File: src/rtl/dtc_map.svh
`ifndef DTC_MAP_SVH
`define DTC_MAP_SVH
// special-function-register addresses
`define DTC_ADDR_CONTROL 8'h88
`define DTC_ADDR_MODE 8'h89
`define DTC_ADDR_LOW_ZERO 8'h8A
`define DTC_ADDR_LOW_ONE 8'h8B
`define DTC_ADDR_HIGH_ZERO 8'h8C
`define DTC_ADDR_HIGH_ONE 8'h8D
// reset values
`define DTC_CONTROL_RST 8'h00
`define DTC_MODE_RST 8'h00
// control bit positions
`define DTC_BIT_OVF_ONE 7
`define DTC_BIT_RUN_ONE 6
`define DTC_BIT_OVF_ZERO 5
`define DTC_BIT_RUN_ZERO 4
// mode field positions within one timer nibble
`define DTC_BIT_GATE 3
`define DTC_BIT_SOURCE 2
// timing
`define DTC_MCLK_NS 10
`define DTC_MACHINE_CLKS 12
`define DTC_PHASE_W 4
`define DTC_PHASE_SAMPLE 4'h9
`define DTC_PHASE_LOAD 4'h4
`define DTC_PRESCALE_BITS 5
`endif

File: src/rtl/dtc_pkg.sv
package dtc_pkg;
  typedef enum logic [1:0] {
    DTC_MODE_THIRTEEN,
    DTC_MODE_SIXTEEN,
    DTC_MODE_RELOAD,
    DTC_MODE_SPLIT
  } dtc_mode_e;

  typedef struct packed {
    logic gate;
    logic source;
    dtc_mode_e mode;
  } dtc_cfg_s;

  typedef struct packed {
    logic wr;
    logic rd;
    logic bit_set;
    logic bit_clr;
    logic [7:0] addr;
    logic [2:0] bit_sel;
    logic [7:0] wdata;
  } dtc_sfr_s;
endpackage

File: src/rtl/dtc_top.sv
`include "dtc_map.svh"
module dtc_top (
  // clock and reset
  input wire logic mclk,
  input wire logic rst_n,
  input wire logic ce,
  // special-function-register port
  input wire dtc_pkg::dtc_sfr_s sfr,
  output logic [7:0] sfr_rdata,
  output logic sfr_hit,
  // interrupt vector acknowledges
  input wire logic vector_ack_zero,
  input wire logic vector_ack_one,
  // pins
  input wire logic event_input_zero,
  input wire logic event_input_one,
  input wire logic gate_pin_zero,
  input wire logic gate_pin_one,
  // flags
  output logic overflow_flag_zero,
  output logic overflow_flag_one
);
  localparam int unsigned MachineNs = `DTC_MACHINE_CLKS * `DTC_MCLK_NS;
  localparam int unsigned MachineClks = MachineNs / `DTC_MCLK_NS;

  logic [7:0] timer_mode;
  logic [7:0] timer_control;
  logic [`DTC_PHASE_W-1:0] phase;
  logic [1:0] ev_sync0;
  logic [1:0] ev_sync1;
  logic [1:0] gt_sync0;
  logic [1:0] gt_sync1;
  logic ev_prev0;
  logic ev_prev1;
  logic fall_pend0;
  logic fall_pend1;
  logic [7:0] low0;
  logic [7:0] high0;
  logic [7:0] low1;
  logic [7:0] high1;
  logic low_ovf0;
  logic high_ovf0;
  logic low_ovf1;
  logic high_ovf1;
  logic [7:0] next_control;

  wire dtc_pkg::dtc_cfg_s cfg0 = timer_mode[3:0];
  wire dtc_pkg::dtc_cfg_s cfg1 = timer_mode[7:4];
  wire run_zero = timer_control[`DTC_BIT_RUN_ZERO];
  wire run_one = timer_control[`DTC_BIT_RUN_ONE];
  wire split_mode = cfg0.mode == dtc_pkg::DTC_MODE_SPLIT;
  wire mc_end = phase == `DTC_PHASE_W'(MachineClks - 1);
  wire sample_now = phase == `DTC_PHASE_SAMPLE;
  wire load_now = phase == `DTC_PHASE_LOAD;

  // decode
  wire wr_mode = sfr.wr && sfr.addr == `DTC_ADDR_MODE;
  wire wr_ctrl = sfr.wr && sfr.addr == `DTC_ADDR_CONTROL;
  wire bit_ctrl = (sfr.bit_set || sfr.bit_clr) && sfr.addr == `DTC_ADDR_CONTROL;
  wire ld_low0 = sfr.wr && sfr.addr == `DTC_ADDR_LOW_ZERO;
  wire ld_low1 = sfr.wr && sfr.addr == `DTC_ADDR_LOW_ONE;
  wire ld_high0 = sfr.wr && sfr.addr == `DTC_ADDR_HIGH_ZERO;
  wire ld_high1 = sfr.wr && sfr.addr == `DTC_ADDR_HIGH_ONE;

  // enables: gate pin only matters when gate bit set
  wire en0 = run_zero && (!cfg0.gate || gt_sync0[1]);
  wire en1 = run_one && (!cfg1.gate || gt_sync1[1]);
  // counter increments land at S3P1 after fall seen at S5P2
  wire tick0 = cfg0.source ? (fall_pend0 && load_now) : mc_end;
  wire tick1 = cfg1.source ? (fall_pend1 && load_now) : mc_end;
  wire step_low0 = en0 && tick0;
  // timer one keeps running while timer zero is split but loses its flag to high0; its own split mode stops it
  wire step_low1 = en1 && tick1;
  wire stop1 = cfg1.mode == dtc_pkg::DTC_MODE_SPLIT;
  wire step_high0 = split_mode && run_one && mc_end;
  wire set_ovf0 = low_ovf0;
  wire set_ovf1 = split_mode ? high_ovf0 : low_ovf1;

  always_ff @(posedge mclk or negedge rst_n) begin
    if (!rst_n) begin
      phase <= '0;
    end else if (ce) begin
      phase <= mc_end ? '0 : phase + `DTC_PHASE_W'(1);
    end
  end

  // pins come from outside: two flops before use
  always_ff @(posedge mclk or negedge rst_n) begin
    if (!rst_n) begin
      ev_sync0 <= 2'h0;
      ev_sync1 <= 2'h0;
      gt_sync0 <= 2'h0;
      gt_sync1 <= 2'h0;
    end else if (ce) begin
      ev_sync0 <= {ev_sync0[0], event_input_zero};
      ev_sync1 <= {ev_sync1[0], event_input_one};
      gt_sync0 <= {gt_sync0[0], gate_pin_zero};
      gt_sync1 <= {gt_sync1[0], gate_pin_one};
    end
  end

  // one sample per machine cycle, so two cycles per edge bounds the rate
  always_ff @(posedge mclk or negedge rst_n) begin
    if (!rst_n) begin
      ev_prev0 <= 1'b0;
      ev_prev1 <= 1'b0;
      fall_pend0 <= 1'b0;
      fall_pend1 <= 1'b0;
    end else if (ce) begin
      if (sample_now) begin
        ev_prev0 <= ev_sync0[1];
        ev_prev1 <= ev_sync1[1];
        fall_pend0 <= ev_prev0 && !ev_sync0[1];
        fall_pend1 <= ev_prev1 && !ev_sync1[1];
      end else if (load_now) begin
        fall_pend0 <= 1'b0;
        fall_pend1 <= 1'b0;
      end
    end
  end

  // control register: byte write or bit op; hardware set beats vector clear
  always_comb begin
    next_control = timer_control;
    if (wr_ctrl) begin
      next_control = sfr.wdata;
    end
    if (bit_ctrl) begin
      next_control[sfr.bit_sel] = sfr.bit_set;
    end
    if (vector_ack_zero) begin
      next_control[`DTC_BIT_OVF_ZERO] = 1'b0;
    end
    if (vector_ack_one) begin
      next_control[`DTC_BIT_OVF_ONE] = 1'b0;
    end
    if (set_ovf0) begin
      next_control[`DTC_BIT_OVF_ZERO] = 1'b1;
    end
    if (set_ovf1) begin
      next_control[`DTC_BIT_OVF_ONE] = 1'b1;
    end
  end

  always_ff @(posedge mclk or negedge rst_n) begin
    if (!rst_n) begin
      timer_control <= `DTC_CONTROL_RST;
      timer_mode <= `DTC_MODE_RST;
    end else if (ce) begin
      timer_control <= next_control;
      if (wr_mode) begin
        timer_mode <= sfr.wdata;
      end
    end
  end

  dtc_unit u_zero (
    .mclk(mclk),
    .rst_n(rst_n),
    .ce(ce),
    .cfg(cfg0),
    .low_step(step_low0),
    .high_step(step_high0),
    .stop_all(1'b0),
    .load_low(ld_low0),
    .load_high(ld_high0),
    .wdata(sfr.wdata),
    .count_low_byte(low0),
    .count_high_byte(high0),
    .low_ovf(low_ovf0),
    .high_ovf(high_ovf0)
  );

  dtc_unit u_one (
    .mclk(mclk),
    .rst_n(rst_n),
    .ce(ce),
    .cfg(cfg1),
    .low_step(step_low1),
    .high_step(1'b0),
    .stop_all(stop1),
    .load_low(ld_low1),
    .load_high(ld_high1),
    .wdata(sfr.wdata),
    .count_low_byte(low1),
    .count_high_byte(high1),
    .low_ovf(low_ovf1),
    .high_ovf()
  );

  // read mux; low nibble of control stored but unused by timers
  wire [7:0] rd_sel = sfr.addr == `DTC_ADDR_CONTROL ? timer_control :
                      sfr.addr == `DTC_ADDR_MODE ? timer_mode :
                      sfr.addr == `DTC_ADDR_LOW_ZERO ? low0 :
                      sfr.addr == `DTC_ADDR_LOW_ONE ? low1 :
                      sfr.addr == `DTC_ADDR_HIGH_ZERO ? high0 :
                      sfr.addr == `DTC_ADDR_HIGH_ONE ? high1 : 8'h00;
  assign sfr_hit = sfr.addr >= `DTC_ADDR_CONTROL && sfr.addr <= `DTC_ADDR_HIGH_ONE;

  always_ff @(posedge mclk or negedge rst_n) begin
    if (!rst_n) begin
      sfr_rdata <= 8'h00;
    end else if (ce && sfr.rd) begin
      sfr_rdata <= rd_sel;
    end
  end

  assign overflow_flag_zero = timer_control[`DTC_BIT_OVF_ZERO];
  assign overflow_flag_one = timer_control[`DTC_BIT_OVF_ONE];
endmodule

File: src/rtl/dtc_unit.sv
`include "dtc_map.svh"
// one timer/counter: count-byte pair plus mode-dependent step logic
module dtc_unit (
  // clock
  input wire logic mclk,
  input wire logic rst_n,
  input wire logic ce,
  // control
  input wire dtc_pkg::dtc_cfg_s cfg,
  input wire logic low_step,
  input wire logic high_step,
  input wire logic stop_all,
  // software loads
  input wire logic load_low,
  input wire logic load_high,
  input wire logic [7:0] wdata,
  // state
  output logic [7:0] count_low_byte,
  output logic [7:0] count_high_byte,
  output logic low_ovf,
  output logic high_ovf
);
  logic [7:0] next_low;
  logic [7:0] next_high;
  logic lo5_wrap;
  logic lo8_wrap;
  logic hi_wrap;

  assign lo5_wrap = &count_low_byte[`DTC_PRESCALE_BITS-1:0];
  assign lo8_wrap = &count_low_byte;
  assign hi_wrap = &count_high_byte;

  always_comb begin
    next_low = count_low_byte;
    next_high = count_high_byte;
    low_ovf = 1'b0;
    high_ovf = 1'b0;
    if (low_step && !stop_all) begin
      case (cfg.mode)
        dtc_pkg::DTC_MODE_THIRTEEN: begin
          // upper three low bits ride along; they mean nothing here
          next_low = count_low_byte + 8'h01;
          if (lo5_wrap) begin
            next_low = {count_low_byte[7:5] + 3'h1, 5'h00};
            next_high = count_high_byte + 8'h01;
            low_ovf = hi_wrap;
          end
        end
        dtc_pkg::DTC_MODE_SIXTEEN: begin
          next_low = count_low_byte + 8'h01;
          if (lo8_wrap) begin
            next_high = count_high_byte + 8'h01;
            low_ovf = hi_wrap;
          end
        end
        dtc_pkg::DTC_MODE_RELOAD: begin
          next_low = lo8_wrap ? count_high_byte : count_low_byte + 8'h01;
          low_ovf = lo8_wrap;
        end
        dtc_pkg::DTC_MODE_SPLIT: begin
          next_low = count_low_byte + 8'h01;
          low_ovf = lo8_wrap;
        end
        default: next_low = count_low_byte;
      endcase
    end
    if (high_step) begin
      next_high = count_high_byte + 8'h01;
      high_ovf = hi_wrap;
    end
    if (load_low) begin
      next_low = wdata;
    end
    if (load_high) begin
      next_high = wdata;
    end
  end

  always_ff @(posedge mclk or negedge rst_n) begin
    if (!rst_n) begin
      count_low_byte <= 8'h00;
      count_high_byte <= 8'h00;
    end else if (ce) begin
      count_low_byte <= next_low;
      count_high_byte <= next_high;
    end
  end
endmodule

File: config.mk
export PLATFORM = sky130hd
export DESIGN_NAME = dtc_top
export DESIGN_NICKNAME = d
export VERILOG_FILES = /design/src/rtl/dtc_pkg.sv /design/src/rtl/dtc_top.sv /design/src/rtl/dtc_unit.sv
export VERILOG_INCLUDE_DIRS = /design/src /design/src/rtl
export SDC_FILE = /design/constraint.sdc
export NUM_CORES = 1
export LEC_CHECK = 0
export BUFFER_PORTS_ARGS = -buffer_cell sky130_fd_sc_hd__clkbuf_2
export CORE_UTILIZATION = 28
export DETAILED_ROUTE_END_ITERATION = 10
export GPL_TIMING_DRIVEN = 0
export PLACE_DENSITY = 0.47
export SYNTH_ARGS = -nofsm -noshare
export SYNTH_HDL_FRONTEND = slang
export SYNTH_SLANG_ARGS = --single-unit
File: constraint.sdc
create_clock -name mclk -period 5.7 [get_ports mclk]
set_input_delay 0.855 -clock mclk [delete_from_list [all_inputs] [get_ports mclk]]
set_output_delay 0.855 -clock mclk [all_outputs]
set_load 0.01 [all_outputs]
==> results of run 1 <==
-- stage by stage --
stage | setup slack, ns | power, uW | utilization, % | area (sq um) | hold WS (ns)
floorplan | 3.17 | 721 | - | 4860 | 0.469
global placement | 2.39 | 805 | 31.8 | 5340 | 0.468
detailed placement | 2.39 | 811 | 32.0 | 5370 | 0.474
CTS | 2.70 | 1390 | 33.8 | 5660 | 0.487
global route | 2.58 | 1440 | 33.8 | 5660 | 0.506
finish | 2.68 | 1370 | 33.8 | 5660 | 0.483
-- synth_stat cells (3+ instances only) --
cell type,number
sky130_fd_sc_hd__a211o_1,3
sky130_fd_sc_hd__a211oi_1,3
sky130_fd_sc_hd__a21boi_0,4
sky130_fd_sc_hd__a21o_1,5
sky130_fd_sc_hd__a21oi_1,25
sky130_fd_sc_hd__a221oi_1,4
sky130_fd_sc_hd__a22oi_1,16
sky130_fd_sc_hd__a2bb2oi_1,7
sky130_fd_sc_hd__and2_1,3
sky130_fd_sc_hd__and3_1,6
sky130_fd_sc_hd__and4_1,3
sky130_fd_sc_hd__buf_1,3
sky130_fd_sc_hd__buf_2,4
sky130_fd_sc_hd__clkbuf_1,21
sky130_fd_sc_hd__dfrtp_1,72
sky130_fd_sc_hd__ha_1,11
sky130_fd_sc_hd__inv_1,20
sky130_fd_sc_hd__mux2_2,29
sky130_fd_sc_hd__mux2i_1,14
sky130_fd_sc_hd__nand2_1,59
sky130_fd_sc_hd__nand2b_1,10
sky130_fd_sc_hd__nand3_1,24
sky130_fd_sc_hd__nand3_2,3
sky130_fd_sc_hd__nand3b_1,5
sky130_fd_sc_hd__nand4_1,12
sky130_fd_sc_hd__nand4b_1,3
sky130_fd_sc_hd__nor2_1,27
sky130_fd_sc_hd__nor2b_1,5
sky130_fd_sc_hd__nor3_1,21
sky130_fd_sc_hd__nor3b_1,3
sky130_fd_sc_hd__o211ai_1,5
sky130_fd_sc_hd__o21a_1,3
sky130_fd_sc_hd__o21ai_0,49
sky130_fd_sc_hd__o22ai_1,12
sky130_fd_sc_hd__o31ai_1,3
sky130_fd_sc_hd__o32ai_1,6
sky130_fd_sc_hd__or3_1,6
sky130_fd_sc_hd__or4_1,3
sky130_fd_sc_hd__xor2_1,4
-- area by class of cell --
class,count,area share (%)
Timing Repair Buffer,40,3.98
Clock buffer,10,4.04
Sequential cell,72,31.8
Clock inverter,6,1.19
Inverter,20,1.33
Multi-Input combinational cell,431,50.8
Buffer,28,1.94
Tap cell,220,4.86
-- worst max-delay path by stage --
stage / start / end / slack, ns / depth (start not counted)
after floorplan: sfr[17] / sfr_hit / 3.17 / 3
after global placement: ce / u_one.count_low_byte[5]$_DFFE_PN0P_ / 2.39 / 6
after detailed placement: ce / u_one.count_low_byte[5]$_DFFE_PN0P_ / 2.39 / 6
after CTS: sfr[17] / sfr_hit / 2.70 / 5
after global routing: u_zero.count_low_byte[0]$_DFFE_PN0P_ / u_zero.count_high_byte[6]$_DFFE_PN0P_ / 2.58 / 10
final: ce / u_one.count_low_byte[5]$_DFFE_PN0P_ / 2.68 / 6
-- critical path, cell delays in order --
cell and delay, ns:
sky130_fd_sc_hd__clkbuf_1 0.42, sky130_fd_sc_hd__clkbuf_1 0.58, sky130_fd_sc_hd__buf_1 0.60, sky130_fd_sc_hd__o21ai_1 0.41
sky130_fd_sc_hd__a32oi_1 0.25, sky130_fd_sc_hd__o21ai_0 0.10
-- state kept, by name, indices dropped and copies added (netlist names) --
signal / flops
u_zero.count_high_byte: 8
u_one.count_high_byte: 8
sfr_rdata: 8
fall_pend0: 1
ev_sync0: 2
u_one.count_low_byte: 8
ev_sync1: 2
ev_prev1: 1
ev_prev0: 1
timer_control: 8
fall_pend1: 1
gt_sync0: 2
gt_sync1: 2
phase: 4
timer_mode: 8
u_zero.count_low_byte: 8
-- cells by family (layout without fill, tap and decap cells) --
family | count (synthesis) | in the layout | synth area share, %
buffers and inverters | 48 | 104 | 3.81
DFF | 72 | 72 | 37.0
muxes | 43 | 43 | 9.59
xor gates and xnor gates | 6 | 6 | 1.08
adders and majority gates | 11 | 11 | 2.83
and+or+nand+nor | 206 | 206 | 23.3
AOI/OAI and AO/OA | 165 | 165 | 22.3
-- layer usage --
layer  share of wire (%)  vias up
li1                    -     2181
met1                  48     2349
met2                  44      156
met3                 5.9       15
met4                 1.4        0
met5                   0        -
-- power groups by stage --
stage	clock [uW]	sequential [uW]	combinational (uW)
after floorplan	0	598	123
after global placement	0	617	188
after detailed placement	0	617	194
after CTS	585	608	195
after global routing	612	615	214
final	571	609	195
==> qor.tcl, run 1 <==
set qor(worst-path-max-fanout) 10
set qor(report.final.setup_viol) 0
set qor(firstDrtPassIters) 5
set qor(dpl.hpwl_mm) 12.8
set qor(skew_ns) 0.00443
set qor(cts_buffers) 9
set qor(critPathKind) {primary input to flip-flop}
set qor(synth_sequential_area_ratio_pct) 37.0
set qor(synth-edff-count) 0
set qor(synth-seq-cells) 72
set qor(syn_nets) 594
set qor(fp.dieArea_sq_um) 17900
set qor(cts.sinks) 72
set qor(ys.warnings.count) 0
set qor(grt.met2_usage_pct) 29.3
set qor(sequential_cell_area_sq_um) 1800
set qor(port_buffers) 39
set qor(p_per_area_nw_per_um2) 243
set qor(grt_setup_unrepaired) {no}
set qor(drive_gt1_share_pct) 16.8
set qor(worst_slew_pin_slew_ns) 0.855
set qor(final_cell_mix) {sky130_fd_sc_hd__dfrtp_1 (72), sky130_fd_sc_hd__nand2_1 (59), sky130_fd_sc_hd__o21ai_0 (49), sky130_fd_sc_hd__clkbuf_2 (38), sky130_fd_sc_hd__mux2_2 (29)}
set qor(worstReg2RegStart) {u_zero.count_low_byte[0]$_DFFE_PN0P_}
set qor(placement_rows) 47
set qor(post-route-period-util_pct) 52.9
set qor(critPathRequiredTime_ns) 5.91
set qor(cts-hold-fix-buffers) 0
set qor(netlist-cell-type-count) 63
set qor(cts-root-to-sink-buffers) 2
set qor(vias) 4701
set qor(power.leakage_uw) 0.00240
set qor(setup.worst_path.start_class) {primary input}
set qor(cts_resized) 0
set qor(cts_root_buf) {sky130_fd_sc_hd__clkbuf_16}
set qor(antenna_violating_nets_post_route) 0
set qor(worst_hold_path_type) {flip-flop to flip-flop}
set qor(clock_latency_reported_for_the_late_side_of_the_worst_skew_pair_ns) 0.34
set qor(cts_tree) {done}
set qor(global_route.peak_usage_layer) {met2}
set qor(synthDominantCellAreaShare_pct) 37.0
set qor(multi_input_area_sq_um) 2880
set qor(grt_max_degree) 42
set qor(result_of_the_run) {finished clean}
set qor(final_count_of_hold_timing_violations) 0
set qor(timing.reg2reg.worst_path_depth) 10
set qor(globalRouteTotalUtil_pct) 19.4
set qor(initialDrtViolationCount) 440
set qor(placed_cells) 811
set qor(slew_headroom_pct) 42.5
set qor(coreArea_sq_um) 16800
set qor(hold_path_startpoint) {sfr_rdata[3]$_DFFE_PN0P_}
set qor(worst_setup_hold_path_clk_slew_ns) 0.06
set qor(drt_wl_total_mm) 17.2
set qor(post-synth-top-area-cell) {sky130_fd_sc_hd__dfrtp_1}
set qor(power.share.sequential_pct) 44.3
set qor(grt_first_pass_wirelength_mm) 26.0
set qor(grt_overflow) 0
set qor(routed_wire_length_per_instance_microns) 20.8
set qor(postSynthAreaPerCell_sq_um) 8.83
set qor(syn_to_final_growth_pct) 16.4
set qor(min_to) {sfr_rdata[3]$_DFFE_PN0P_}
set qor(gp_congestion) 0.916
set qor(fin_tns_setup_ns) 0
set qor(drc) 0
set qor(synth_flop_cell) {sky130_fd_sc_hd__dfrtp_1}
set qor(gr-usage-met1_pct) 28.5
set qor(share_clk_of_total_power_pct) 41.5
set qor(grt_antenna_before_repair) 0
set qor(post_layout_nonfiller_instances) 827
set qor(setup.reg_to_reg.worst_slack_ns) 2.77
set qor(p_int_uw) 978
set qor(route.detailed.vias_per_inst) 5.68
set qor(drv.max_cap_violation_count) 0
set qor(critical_path.reg2reg.endpoint) {u_zero.count_high_byte[6]$_DFFE_PN0P_}
set qor(dieHeight_microns) 134
set qor(post_cts_buffers) 0
set qor(crit_path_end_kind) {flip-flop}
set qor(synth_cells) 551
set qor(final_max_slew_viol_count) 0
set qor(post_synth_main_area_contributors) {sky130_fd_sc_hd__dfrtp_1 (37%), sky130_fd_sc_hd__mux2_2 (6.7%), sky130_fd_sc_hd__o21ai_0 (5.0%)}
set qor(first_global_vias) 4317
set qor(finalCriticalPeriod_ns) 3.02
set qor(timing.hold.worst_path_depth) 2
set qor(antenna_cells_inserted) 0
set qor(switching_power_uw) 397
set qor(max_clock_freq_ghz) 0.331
set qor(cts_htree_levels) 3
set qor(worst_ep_arrival_time_ns) 3.23
set qor(pin_count) 43
set qor(grt_use_met3_pct) 3.17
set qor(floorplan.initialDensity_pct) 29.0
set qor(synth-async-reset-ratio_pct) 100
set qor(worst_ir_drop_vdd_uv) 177
set qor(fillers) 1794
set qor(relative_contribution_of_combinational_cells_to_total_power_pct) 14.2
set qor(die_w_microns) 134
set qor(swShare_pct) 28.9
set qor(design.final.nets) 645
set qor(layout_commonest_cell) {sky130_fd_sc_hd__dfrtp_1}
set qor(synth_area_sq_um) 4860
Note: power is estimated with default switching activity, not from simulation.
==> inputs of run 2 (changes only) <==
--- a/config.mk
+++ b/config.mk
@@ -6,11 +6,12 @@
 export SDC_FILE = /design/constraint.sdc
 export NUM_CORES = 1
 export LEC_CHECK = 0
+export ABC_AREA = 1
 export BUFFER_PORTS_ARGS = -buffer_cell sky130_fd_sc_hd__clkbuf_2
 export CORE_UTILIZATION = 28
 export DETAILED_ROUTE_END_ITERATION = 10
 export GPL_TIMING_DRIVEN = 0
-export PLACE_DENSITY = 0.47
+export PLACE_DENSITY = 0.46
 export SYNTH_ARGS = -nofsm -noshare
 export SYNTH_HDL_FRONTEND = slang
 export SYNTH_SLANG_ARGS = --single-unit
==> constraint.sdc (replaced) <==
create_clock -name mclk -period 3.1 [get_ports mclk]
set_input_delay 0.465 -clock mclk [delete_from_list [all_inputs] [get_ports mclk]]
set_output_delay 0.465 -clock mclk [all_outputs]
set_load 0.01 [all_outputs]
==> run 2 against run 1 <==
  * Synthesized area grew 4.8%
  * Non-clock buffer count shrank 12
  * Combinational power is 130% higher
  * Critical path type is now flip-flop to flip-flop
  * Utilization about the same
  * Global-route usage is 0.16 points lower
  * Register-to-register slack worse by 1.8 ns
  * Critical path depth up 6
  * Critical endpoint is now u_one.count_low_byte[7]$_DFFE_PN0P_
  * Largest power group unchanged
  * Clock power is 94% higher
  * Via count is 6.2% higher
==> qor.tcl, run 2 <==
set qor(fin_tns_setup_ns) 0 ;# unchanged
set qor(report.final.setup_viol) 0 ;# unchanged
set qor(final_core_util_pct) 33.8 ;# about the same
set qor(clock_latency_reported_for_the_late_side_of_the_worst_skew_pair_ns) 0.35 ;# about the same
set qor(final_count_of_hold_timing_violations) 0 ;# unchanged
set qor(first_global_vias) 4593 ;# +6.4%
set qor(synth_area_sq_um) 5100 ;# +4.8%
set qor(vias) 4991 ;# +6.2%
set qor(grt_antenna_before_repair) 0 ;# unchanged
set qor(synth-seq-cells) 72 ;# unchanged
set qor(post_cts_buffers) 0 ;# unchanged
set qor(cts_root_buf) {sky130_fd_sc_hd__clkbuf_16}
set qor(grt_max_degree) 44 ;# +4.8%
set qor(setup.worst_path.start_class) {flip-flop}
set qor(gp_congestion) 0.852 ;# -7.0%
set qor(fillers) 1970 ;# +9.8%
set qor(worst_ep_arrival_time_ns) 2.43 ;# -0.80 ns
set qor(critical_path.reg2reg.endpoint) {u_one.count_low_byte[7]$_DFFE_PN0P_}
set qor(synth_flop_cell) {sky130_fd_sc_hd__dfrtp_1}
set qor(grt_first_pass_wirelength_mm) 26.6 ;# +2.3%
set qor(globalRouteTotalUtil_pct) 19.2 ;# -0.16 points
set qor(cts_htree_levels) 3 ;# unchanged
set qor(synth_cells) 749 ;# +36%
set qor(max_clock_freq_ghz) 0.467
set qor(post_synth_main_area_contributors) {sky130_fd_sc_hd__dfrtp_1 (35%), sky130_fd_sc_hd__nand2_1 (18%), sky130_fd_sc_hd__nand3_1 (6.6%)}
set qor(netlist-cell-type-count) 38 ;# -40%
set qor(final_cell_mix) {sky130_fd_sc_hd__nand2_1 (249), sky130_fd_sc_hd__inv_1 (79), sky130_fd_sc_hd__dfrtp_1 (72), sky130_fd_sc_hd__nand3_1 (67), sky130_fd_sc_hd__o21ai_0 (55)}
set qor(skew_ns) 0.00849 ;# +0.00406 ns
set qor(syn_to_final_growth_pct) 16.2
set qor(die_w_microns) 137 ;# +2.3%
set qor(port_buffers) 41 ;# +5.1%
set qor(placed_cells) 1016 ;# +25%
set qor(worst-path-max-fanout) 6 ;# -4
set qor(postSynthAreaPerCell_sq_um) 6.81 ;# -23%
set qor(drt_wl_total_mm) 16.8 ;# -2.6%
set qor(finalCriticalPeriod_ns) 2.14
set qor(routed_wire_length_per_instance_microns) 16.3 ;# -22%
set qor(grt_setup_unrepaired) {no}
set qor(final_max_slew_viol_count) 0 ;# unchanged
set qor(timing.reg2reg.worst_path_depth) 12 ;# +2
set qor(floorplan.initialDensity_pct) 29.1 ;# +0.041 points
set qor(cts-root-to-sink-buffers) 2 ;# unchanged
set qor(antenna_cells_inserted) 0 ;# unchanged
set qor(cts_resized) 0 ;# unchanged
set qor(pin_count) 43 ;# unchanged
set qor(worst_setup_hold_path_clk_slew_ns) 0.07 ;# about the same
set qor(initialDrtViolationCount) 311 ;# -29%
set qor(synth-async-reset-ratio_pct) 100 ;# unchanged
set qor(synth-edff-count) 0 ;# unchanged
set qor(power.leakage_uw) 0.00304 ;# +27%
set qor(drive_gt1_share_pct) 13.6 ;# -3.2 points
set qor(placement_rows) 48 ;# +2.1%
set qor(netlist_top_cells_count) {sky130_fd_sc_hd__nand2_1 (249), sky130_fd_sc_hd__inv_1 (79), sky130_fd_sc_hd__dfrtp_1 (72)}
set qor(post-synth-top-area-cell) {sky130_fd_sc_hd__dfrtp_1}
set qor(synth_sequential_area_ratio_pct) 35.3 ;# -1.7 points
set qor(synthDominantCellAreaShare_pct) 35.3 ;# -1.7 points
set qor(p_per_area_nw_per_um2) 462 ;# +90%
set qor(yosys.cell_count.top_type) {sky130_fd_sc_hd__nand2_1}
set qor(cts-hold-fix-buffers) 0 ;# unchanged
set qor(cts_tree) {done}
set qor(syn_nets) 792 ;# +33%
set qor(antenna_violating_nets_post_route) 0 ;# unchanged
set qor(design.final.nets) 845 ;# +31%
set qor(critPathRequiredTime_ns) 3.39 ;# -2.52 ns
set qor(post-route-period-util_pct) 69.1
set qor(multi_input_area_sq_um) 2890 ;# +0.39%
set qor(sequential_cell_area_sq_um) 1800 ;# unchanged
set qor(critPathKind) {flip-flop to flip-flop}
set qor(cts_buffers) 9 ;# unchanged
set qor(worst_slew_pin_slew_ns) 0.798 ;# -0.0574 ns
set qor(dieHeight_microns) 137 ;# +2.3%
set qor(worstReg2RegStart) {u_one.count_low_byte[0]$_DFFE_PN0P_}
set qor(setup.reg_to_reg.worst_slack_ns) 0.96 ;# -1.81 ns
set qor(worst_hold_path_type) {primary input to async pin}
set qor(result_of_the_run) {finished clean}
set qor(drc) 0 ;# unchanged
set qor(layout_commonest_cell) {sky130_fd_sc_hd__nand2_1}
set qor(firstDrtPassIters) 5 ;# unchanged
set qor(worst_ir_drop_vdd_uv) 231 ;# +30%
set qor(slew_headroom_pct) 46.8 ;# +4.3 points
set qor(route.detailed.vias_per_inst) 4.84 ;# -15%
set qor(cts.sinks) 72 ;# unchanged
set qor(drv.max_cap_violation_count) 0 ;# unchanged
set qor(ys.warnings.count) 0 ;# unchanged
set qor(dpl.hpwl_mm) 12.7 ;# -0.91%
set qor(coreArea_sq_um) 17500 ;# +4.6%
set qor(grt_overflow) 0 ;# unchanged
set qor(post_layout_nonfiller_instances) 1032 ;# +25%
set qor(fp.dieArea_sq_um) 18700 ;# +4.7%
set qor(crit_path_end_kind) {flip-flop}
-- run 2: report_power, final --
part | internal [uW] | switching, uW
clock network | 639 | 471
registers | 1050 | 117
logic | 165 | 291
-- run 2: cell type report --
cell class                 instances  share of cell area (%)
tap                              225                    4.75
clock inverter                     7                    1.39
sequential                        72                    30.4
clock buffer                       9                    3.80
timing repair buffer              42                    3.97
inverter                          87                    5.60
buffer                            14                    1.27
multi-input combinational        576                    48.8
-- run 2: worst max-delay path, cell delays in order (launching register included) --
cell                      delay (ns)
sky130_fd_sc_hd__dfrtp_1        0.47
sky130_fd_sc_hd__ha_1           0.20
sky130_fd_sc_hd__nand2_1        0.07
sky130_fd_sc_hd__nor2_1         0.17
sky130_fd_sc_hd__ha_1           0.18
sky130_fd_sc_hd__inv_1          0.06
sky130_fd_sc_hd__nor3_1         0.40
sky130_fd_sc_hd__o21ai_0        0.17
sky130_fd_sc_hd__a21oi_1        0.15
sky130_fd_sc_hd__nand2_1        0.06
sky130_fd_sc_hd__nand2_1        0.05
sky130_fd_sc_hd__nand2_1        0.04
sky130_fd_sc_hd__nand2_1        0.05
-- run 2: metal layers --
layer	track usage, %	wire [microns]
met5	0	0
met4	7.20	374
met3	2.00	504
met2	29.0	7490
met1	28.0	8430
-- run 2: kinds of logic after synthesis --
logic type      after synthesis  synth area share [%]
simple gates                423                  38.2
compound gates              126                  13.0
buf+inv                     101                  7.98
flops                        72                  35.3
xor+xnor                     15                  2.58
fa+ha+maj                    11                  2.70
mux                           1                 0.221
-- run 2: through the flow --
stage | hold WS, ns | power (uW) | cell area [sq um] | setup slack [ns]
after floorplan | 0.169 | 1460 | 5100 | 1.39
after global placement | 0.456 | 1640 | 5580 | 0.725
after detailed placement | 0.459 | 1640 | 5610 | 0.955
after CTS | 0.109 | 2770 | 5920 | 0.935
after global routing | 0.127 | 2890 | 5920 | 0.644
final | 0.0861 | 2730 | 5920 | 0.957
-- run 2: how the worst max path moves through the flow --
stage	from	endpoint	slack (ns)
floorplan	phase[0]$_DFFE_PN0P_	u_one.count_high_byte[2]$_DFFE_PN0P_	1.39
global placement	rst_n	sfr_rdata[7]$_DFFE_PN0P_	0.72
detailed placement	u_one.count_low_byte[0]$_DFFE_PN0P_	u_one.count_low_byte[7]$_DFFE_PN0P_	0.96
CTS	u_one.count_low_byte[0]$_DFFE_PN0P_	u_one.count_low_byte[7]$_DFFE_PN0P_	0.94
global route	u_one.count_low_byte[0]$_DFFE_PN0P_	u_one.count_low_byte[7]$_DFFE_PN0P_	0.64
finish	u_one.count_low_byte[0]$_DFFE_PN0P_	u_one.count_low_byte[7]$_DFFE_PN0P_	0.96
